<file path="config.mk">
export PLATFORM = sky130hd
export DESIGN_NAME = phy_id_and_autoneg_ability_regs
export DESIGN_NICKNAME = d
export VERILOG_FILES = /design/src/hw/phy_ability_pkg.sv /design/src/hw/phy_id_and_autoneg_ability_regs.sv
export VERILOG_INCLUDE_DIRS = /design/src /design/src/hw
export SDC_FILE = /design/constraint.sdc
export NUM_CORES = 1
export LEC_CHECK = 0
export BUFFER_PORTS_ARGS = -buffer_cell sky130_fd_sc_hd__buf_4
export CAP_MARGIN = 20
export CORE_ASPECT_RATIO = 1.4
export CORE_MARGIN = 2
export CORE_UTILIZATION = 45
export DETAILED_ROUTE_END_ITERATION = 8
export MAX_ROUTING_LAYER = met4
export PLACE_DENSITY = 0.76
export SLEW_MARGIN = 20
export SYNTH_ARGS = -nofsm -noshare
export SYNTH_HDL_FRONTEND = slang
export SYNTH_SLANG_ARGS = --single-unit
</file>
<file path="constraint.sdc">
create_clock -name clk_in -period 1.8 [get_ports clk_in]
set_clock_uncertainty 0.1 [all_clocks]
set_input_delay 0.09 -clock clk_in [delete_from_list [all_inputs] [get_ports clk_in]]
set_output_delay 0.09 -clock clk_in [all_outputs]
set_load 0.02 [all_outputs]
</file>
<file path="src/hw/phy_ability_regs.svh">
`ifndef PHY_ABILITY_REGS_SVH
`define PHY_ABILITY_REGS_SVH

// ----------------------------------------
// register offsets on the management port
// ----------------------------------------
`define OFS_IDENT_HIGH 5'h02
`define OFS_IDENT_LOW 5'h03
`define OFS_ADVERT 5'h04
`define OFS_PARTNER 5'h05

// ----------------------------------------
// register select bit positions
// ----------------------------------------
`define SEL_IDENT_HIGH 0
`define SEL_IDENT_LOW 1
`define SEL_ADVERT 2
`define SEL_PARTNER 3

// ----------------------------------------
// field positions
// ----------------------------------------
`define IDL_OUI_HI 15
`define IDL_OUI_LO 10
`define IDL_MODEL_HI 9
`define IDL_MODEL_LO 4
`define IDL_REV_HI 3
`define IDL_REV_LO 0
`define OUI_HIGH_HI 21
`define OUI_HIGH_LO 6
`define OUI_LOW_HI 5
`define OUI_LOW_LO 0

// ----------------------------------------
// reset values and masks
// ----------------------------------------
`define ADVERT_RESET 16'h01E1
`define ADVERT_WR_MASK 16'hE7FF
`define PARTNER_RESET 16'h0000
`define RDATA_RESET 16'h0000
`define ZERO_WORD 16'h0000

`endif

</file>
<file path="src/hw/phy_ability_pkg.sv">
package phy_ability_pkg;

  // ----------------------------------------
  // local ability advertisement layout
  // ----------------------------------------
  typedef struct packed {
    logic next_page_enable;
    logic ack;
    logic local_fault_advert;
    logic [1:0] reserved;
    logic pause_advert;
    logic four_pair_advert;
    logic fast_full_duplex_advert;
    logic fast_half_advert;
    logic slow_full_duplex_advert;
    logic slow_half_advert;
    logic [4:0] selector;
  } advert_t;

  // ----------------------------------------
  // partner base page layout
  // ----------------------------------------
  typedef struct packed {
    logic partner_extra_pages;
    logic partner_receipt_flag;
    logic partner_fault_flag;
    logic [7:0] partner_capability_field;
    logic [4:0] partner_protocol_kind;
  } partner_t;

  // ----------------------------------------
  // management register request
  // ----------------------------------------
  typedef struct packed {
    logic [4:0] addr;
    logic wr_en;
    logic rd_en;
    logic [15:0] wdata;
  } mgmt_req_t;

endpackage

</file>
<file path="src/hw/phy_id_and_autoneg_ability_regs.sv">
// What this block does
// - ident registers return vendor identifier bits 3-24
// - fixed six-bit model number, read-only
// - fixed four-bit revision, read-only
// - advert top bit enables next page function
// - writable acknowledge bit in transmitted word
// - fault advert bit signals fault to partner
// - advert bits twelve, eleven read zero
// - pause bit advertises flow control wish
// - technology bits advertise matching abilities
// - writable selector, resets to 802.3 code
// - partner top bit shows next page wish
// - partner receipt bit shows partner acknowledge
// - partner fault bit shows partner fault
// - partner technology bits read-only, advert layout
// - partner low bits hold received selector
// - partner valid only after completion flag
`include "phy_ability_regs.svh"
`timescale 1ns/100ps
`default_nettype none

module phy_id_and_autoneg_ability_regs
#(
  // arbitrary identity values, not those of any real part
  parameter logic [21:0] OUI_BITS = 22'h2A5A5A,
  parameter logic [5:0] MODEL_NUM = 6'h15,
  parameter logic [3:0] REV_NUM = 4'h1
)
(
  // clock and reset
  input wire logic clk_in,
  input wire logic reset_n_in,
  // management register port
  input wire phy_ability_pkg::mgmt_req_t mgmt_req_in,
  output logic [15:0] reg_rdata_out,
  output logic reg_rd_valid_out,
  // arbitration side, received words
  input wire logic [15:0] lcw_rx_word_in,
  input wire logic lcw_accept_in,
  input wire logic an_restart_in,
  input wire logic an_done_in,
  // arbitration side, local view
  output phy_ability_pkg::advert_t tx_lcw_out,
  output logic next_page_en_out,
  output phy_ability_pkg::partner_t partner_out,
  output logic negotiation_complete_flag_out
);

  // ----------------------------------------
  // address decode
  // ----------------------------------------
  function automatic logic hit(input logic [4:0] addr, input logic [4:0] ofs);
    hit = (addr == ofs);
  endfunction

  // ----------------------------------------
  // register select
  // ----------------------------------------
  // one bit per mapped word; all clear for an unmapped address
  function automatic logic [3:0] reg_select(input logic [4:0] addr);
    reg_select = 4'h0;
    reg_select[`SEL_IDENT_HIGH] = hit(addr, `OFS_IDENT_HIGH);
    reg_select[`SEL_IDENT_LOW] = hit(addr, `OFS_IDENT_LOW);
    reg_select[`SEL_ADVERT] = hit(addr, `OFS_ADVERT);
    reg_select[`SEL_PARTNER] = hit(addr, `OFS_PARTNER);
  endfunction

  logic [15:0] advert_ff;
  logic [15:0] nxt_advert;
  logic [15:0] partner_ff;
  logic [15:0] nxt_partner;
  logic done_ff;
  logic nxt_done;
  logic [15:0] rdata_ff;
  logic [15:0] nxt_rdata;
  logic rd_valid_ff;
  logic [15:0] ident_high;
  logic [15:0] ident_low;
  logic adv_wr;
  logic [3:0] sel;
  phy_ability_pkg::advert_t wr_view;
  phy_ability_pkg::advert_t wr_fields;
  phy_ability_pkg::partner_t partner_view;

  // ----------------------------------------
  // identification words
  // ----------------------------------------
  assign ident_high = OUI_BITS[`OUI_HIGH_HI:`OUI_HIGH_LO];
  always_comb
  begin
    ident_low = `ZERO_WORD;
    ident_low[`IDL_OUI_HI:`IDL_OUI_LO] = OUI_BITS[`OUI_LOW_HI:`OUI_LOW_LO];
    ident_low[`IDL_MODEL_HI:`IDL_MODEL_LO] = MODEL_NUM;
    ident_low[`IDL_REV_HI:`IDL_REV_LO] = REV_NUM;
  end

  // ----------------------------------------
  // advertisement register
  // ----------------------------------------
  assign sel = reg_select(mgmt_req_in.addr);
  assign adv_wr = mgmt_req_in.wr_en && sel[`SEL_ADVERT];
  assign wr_view = phy_ability_pkg::advert_t'(mgmt_req_in.wdata);

  // field by field, so each advertised ability is stored where it is sent
  always_comb
  begin
    wr_fields = phy_ability_pkg::advert_t'(`ZERO_WORD);
    wr_fields.next_page_enable = wr_view.next_page_enable;
    wr_fields.ack = wr_view.ack;
    wr_fields.local_fault_advert = wr_view.local_fault_advert;
    // reserved pair is never stored, so it always reads zero
    wr_fields.reserved = 2'h0;
    wr_fields.pause_advert = wr_view.pause_advert;
    // stored as written; keeping it clear is up to software
    wr_fields.four_pair_advert = wr_view.four_pair_advert;
    wr_fields.fast_full_duplex_advert = wr_view.fast_full_duplex_advert;
    wr_fields.fast_half_advert = wr_view.fast_half_advert;
    wr_fields.slow_full_duplex_advert = wr_view.slow_full_duplex_advert;
    wr_fields.slow_half_advert = wr_view.slow_half_advert;
    wr_fields.selector = wr_view.selector;
  end

  always_comb
  begin
    nxt_advert = advert_ff;
    if (adv_wr)
    begin
      // the mask repeats the reserved clear as a second guard
      nxt_advert = wr_fields & `ADVERT_WR_MASK;
    end
  end

  always_ff @(posedge clk_in)
  begin
    if (!reset_n_in)
    begin
      advert_ff <= `ADVERT_RESET;
    end
    else
    begin
      advert_ff <= nxt_advert;
    end
  end

  // transmitted word carries the whole advertisement
  assign tx_lcw_out = phy_ability_pkg::advert_t'(advert_ff);
  assign next_page_en_out = tx_lcw_out.next_page_enable;

  // ----------------------------------------
  // partner base page capture
  // ----------------------------------------
  always_comb
  begin
    nxt_partner = partner_ff;
    if (lcw_accept_in)
    begin
      nxt_partner = lcw_rx_word_in;
    end
  end

  always_ff @(posedge clk_in)
  begin
    if (!reset_n_in)
    begin
      partner_ff <= `PARTNER_RESET;
    end
    else
    begin
      partner_ff <= nxt_partner;
    end
  end

  assign partner_view = phy_ability_pkg::partner_t'(partner_ff);

  // ----------------------------------------
  // partner fields
  // ----------------------------------------
  // readable at any time; trust it only while the completion flag is set
  always_comb
  begin
    partner_out = phy_ability_pkg::partner_t'(`ZERO_WORD);
    partner_out.partner_extra_pages = partner_view.partner_extra_pages;
    partner_out.partner_receipt_flag = partner_view.partner_receipt_flag;
    partner_out.partner_fault_flag = partner_view.partner_fault_flag;
    partner_out.partner_capability_field = partner_view.partner_capability_field;
    partner_out.partner_protocol_kind = partner_view.partner_protocol_kind;
  end

  // ----------------------------------------
  // completion flag
  // ----------------------------------------
  always_comb
  begin
    nxt_done = done_ff;
    if (an_restart_in)
    begin
      nxt_done = 1'b0;
    end
    // completion in the restart cycle still sets the flag
    if (an_done_in)
    begin
      nxt_done = 1'b1;
    end
  end

  always_ff @(posedge clk_in)
  begin
    if (!reset_n_in)
    begin
      done_ff <= 1'b0;
    end
    else
    begin
      done_ff <= nxt_done;
    end
  end

  assign negotiation_complete_flag_out = done_ff;

  // ----------------------------------------
  // read path
  // ----------------------------------------
  always_comb
  begin
    nxt_rdata = rdata_ff;
    // a read in the cycle of a write returns the word before the write
    if (mgmt_req_in.rd_en)
    begin
      unique case (1'b1)
        sel[`SEL_IDENT_HIGH]:
        begin
          nxt_rdata = ident_high;
        end
        sel[`SEL_IDENT_LOW]:
        begin
          nxt_rdata = ident_low;
        end
        sel[`SEL_ADVERT]:
        begin
          nxt_rdata = advert_ff;
        end
        sel[`SEL_PARTNER]:
        begin
          nxt_rdata = partner_ff;
        end
        default:
        begin
          // unmapped words read as zero
          nxt_rdata = `ZERO_WORD;
        end
      endcase
    end
  end

  always_ff @(posedge clk_in)
  begin
    if (!reset_n_in)
    begin
      rdata_ff <= `RDATA_RESET;
    end
    else
    begin
      rdata_ff <= nxt_rdata;
    end
  end

  always_ff @(posedge clk_in)
  begin
    if (!reset_n_in)
    begin
      rd_valid_ff <= 1'b0;
    end
    else
    begin
      rd_valid_ff <= mgmt_req_in.rd_en;
    end
  end

  assign reg_rdata_out = rdata_ff;
  assign reg_rd_valid_out = rd_valid_ff;

endmodule // phy_id_and_autoneg_ability_regs

`default_nettype wire

</file>
==> results.md <==
## Yosys
- proportion of synthesized chip area in sequential cells: 42.7%
- Cell variety after synth: 39
- syn_area_per_cell: 9.82 um2
- cell type with the largest total area after synthesis: sky130_fd_sc_hd__dfxtp_1
- number of enable flip-flop cells after synthesis: 0
- most frequent cells after synthesis: sky130_fd_sc_hd__dfxtp_1, sky130_fd_sc_hd__nor2b_1, sky130_fd_sc_hd__mux2i_1
- main flop type after synthesis: sky130_fd_sc_hd__dfxtp_1
- top post-synthesis cells by area: sky130_fd_sc_hd__dfxtp_1, sky130_fd_sc_hd__mux2i_1, sky130_fd_sc_hd__nor2b_1, sky130_fd_sc_hd__nand3b_1, sky130_fd_sc_hd__nand3_1
- synth warn: 0
- number of flip-flops and latches in the synthesized netlist: 48
- share of the synthesized area in the top cell type: 42.7%
- netlist area before placement: 0.00225 mm2
- cell with the most instances after synthesis: sky130_fd_sc_hd__dfxtp_1
- fraction of registers with async set/reset: 0%
- Cells after Synth: 229

## STA
- count of endpoints failing hold in the final timing report: 0
- setup tns final: 0 ns
- Least-Margin Pin Slew: 0.550 ns
- unrepaired setup endpoints after global routing: no
- time the final worst path needs with I/O delays and setup: 1.49 ns
- crit share post-route: 83.0%
- worst slack on hold paths: 0.0687 ns
- number of setup violations in the final report: 0
- max-slew headroom at the worst pin: 63.3%
- highest achievable clock rate: 0.669 GHz
- PnR worst setup slack: 0.305 ns
- fin. max-slew vios: 0

## Place
- Placed Area: 0.00288 mm2
- count of buffers inserted at the top-level ports: 90
- Cells after DPL: 361
- routability congestion estimate from global placement: 0.776
- worst slack at placement: 0.432 ns
- detailed placer's ending HPWL: 3.97 mm

## Critical path
- startpoint types: primary input
- Worst Path Arrival: 1.65 ns
- kind of capture point of the worst setup path: flip-flop
- CP required: 1.95 ns
- largest fanout on the critical path: 10
- crit path kind: in -> reg
- register-to-register setup slack: 0.46 ns

## Worst hold path
- kind of path behind the tightest hold check: in -> reg

## Power and ir drop
- IR Drop Worst-Case VDD: 0.410 mV
- power per cell area: 638 mW/mm2
- total leakage power: 1.40 nW

## Global route
- maximum number of pins on one net before global-route repair: 46
- number of global-route vias before repair: 1958
- first-pass GRT wire length: 9.74 mm
- Congestion Overflow GR: 0
- number of antenna violations at the first check in global routing: 0
- GRT Overall Usage: 23.0%

## Floorplan
- Die X-Extent: 63.8 um
- effective utilization at floorplan: 46.5%
- placement row count: 30
- height of the die: 87.7 um
- placeable core area: 0.00484 mm2
- I/O pin cnt: 95
- Total Die Area: 0.00559 mm2

## Clock network
- total CTS buffers: 5
- CTS Sinks: 48
- total number of H-tree levels: 2
- TritonCTS clock tree: yes
- clock edge transition at the registers on the reported setup and hold paths: 0.09 ns
- clock latency at the later pin of the worst-skew pair: 0.30 ns
- clk buf depth: 2
- Root Buffer: sky130_fd_sc_hd__clkbuf_8

## Routing
- routed length per instance: 15.2 um
- DRC Markers: 0
- via density per instance: 5.23
- Vias: 2097
- number of iterations in the first detailed-routing pass: 4
- remaining antenna violation count: 0
- WL final: 6.11 mm
- First DRT Iteration DRCs: 78

## Cells and area
- multi-input gate area in the final layout: 0.00115 mm2
- final-stage net count: 381
- number of diodes added for antenna fixing: 0
- layout cells sized above 1: 31.8%
- Layout fillers: 415
- area used by sequential logic in the layout: 961 um2
- synthesis-to-layout area growth: 46.2%
- non-filler cells in the finished layout: 401
- post-route design area: 0.00329 mm2

## Run
- max-cap check violation count: 0

## Status
- result of the run: finished clean

==> worst max-delay path: stages <==
cell and delay (ns):
sky130_fd_sc_hd__dlygate4sd3_1 0.53, sky130_fd_sc_hd__buf_4 0.17, sky130_fd_sc_hd__nor3b_1 0.25, sky130_fd_sc_hd__and3_1 0.40
sky130_fd_sc_hd__a22o_1 0.20
==> cell type report <==
cell class,count,share of cell area [%]
Multi-Input combinational cell,157,34.9
Timing Repair Buffer,124,30.8
Sequential cell,48,29.2
Tap cell,64,2.44
Clock buffer,5,2.09
Clock inverter,2,0.381
Inverter,1,0.114
==> layer usage <==
layer | vias to the layer above | wire (um) | track usage [%]
li1 | 1038 | - | -
met3 | 9 | 221 | 3.98
met4 | 0 | 93 | 7.71
met5 | - | 0 | -
met2 | 64 | 3170 | 38.9
met1 | 986 | 2620 | 27.6
==> metrics by stage <==
step	power, W	utilization, %
final	0.00210	67.9
after global routing	0.00217	67.9
after CTS	0.00212	67.9
after detailed placement	0.00145	59.4
after global placement	0.00145	59.4
after floorplan	0.00132	-
==> state kept, by name, summed over array words and instances, names as in the netlist <==
register                       cells
reg_rd_valid_out                   1
tx_lcw_out                        14
negotiation_complete_flag_out      1
partner_out                       16
reg_rdata_out                     16
==> worst paths after layout <==
path | startpoint | to | cells past startpoint
worst min-delay path | reset_n_in | tx_lcw_out[8] | 2
worst max register to register | negotiation_complete_flag_out | negotiation_complete_flag_out | 3
worst min register to register | reg_rdata_out[12] | reg_rdata_out[12] | 2
worst max-delay path | mgmt_req_in[16] | reg_rdata_out[10] | 5
==> cell usage in the layout (no fill, tap or decap), drive strengths merged, types with 11 or more instances in the layout <==
cell type    count
buf             91
dfxtp           48
dlygate4sd3     33
nor2b           24
mux2i           20
nand3           19
o21ai           18
nand3b          16
a21boi          11
==> power breakdown <==
part	total [W]	internal, W	switching (W)	leakage [nW]
sequential	0.00111	0.00109	0.0000224	0.391
combinational	0.000375	0.000199	0.000177	0.971
clock	0.000612	0.000263	0.000348	0.0400
total	0.00210	0.00155	0.000547	1.40
==> logic make-up after synthesis <==
logic type | Yosys count | synth area share (%)
muxes | 20 | 8.90
and+or+nand+nor | 74 | 21.5
other | 1 | 0.167
AOI/OAI and AO/OA | 60 | 19.9
xor gates and xnor gates | 1 | 0.389
buffers and inverters | 25 | 6.40
DFF | 48 | 42.7
==> repair_timing <==
action                                  4_1_cts  5_1_grt
resized for setup                             0        0
endpoints found under the setup margin        0        0
hold endpoints to repair                     32        0
buffers inserted                              0        0
hold buffers                                 33        0
(Power assumes the default switching activity.)
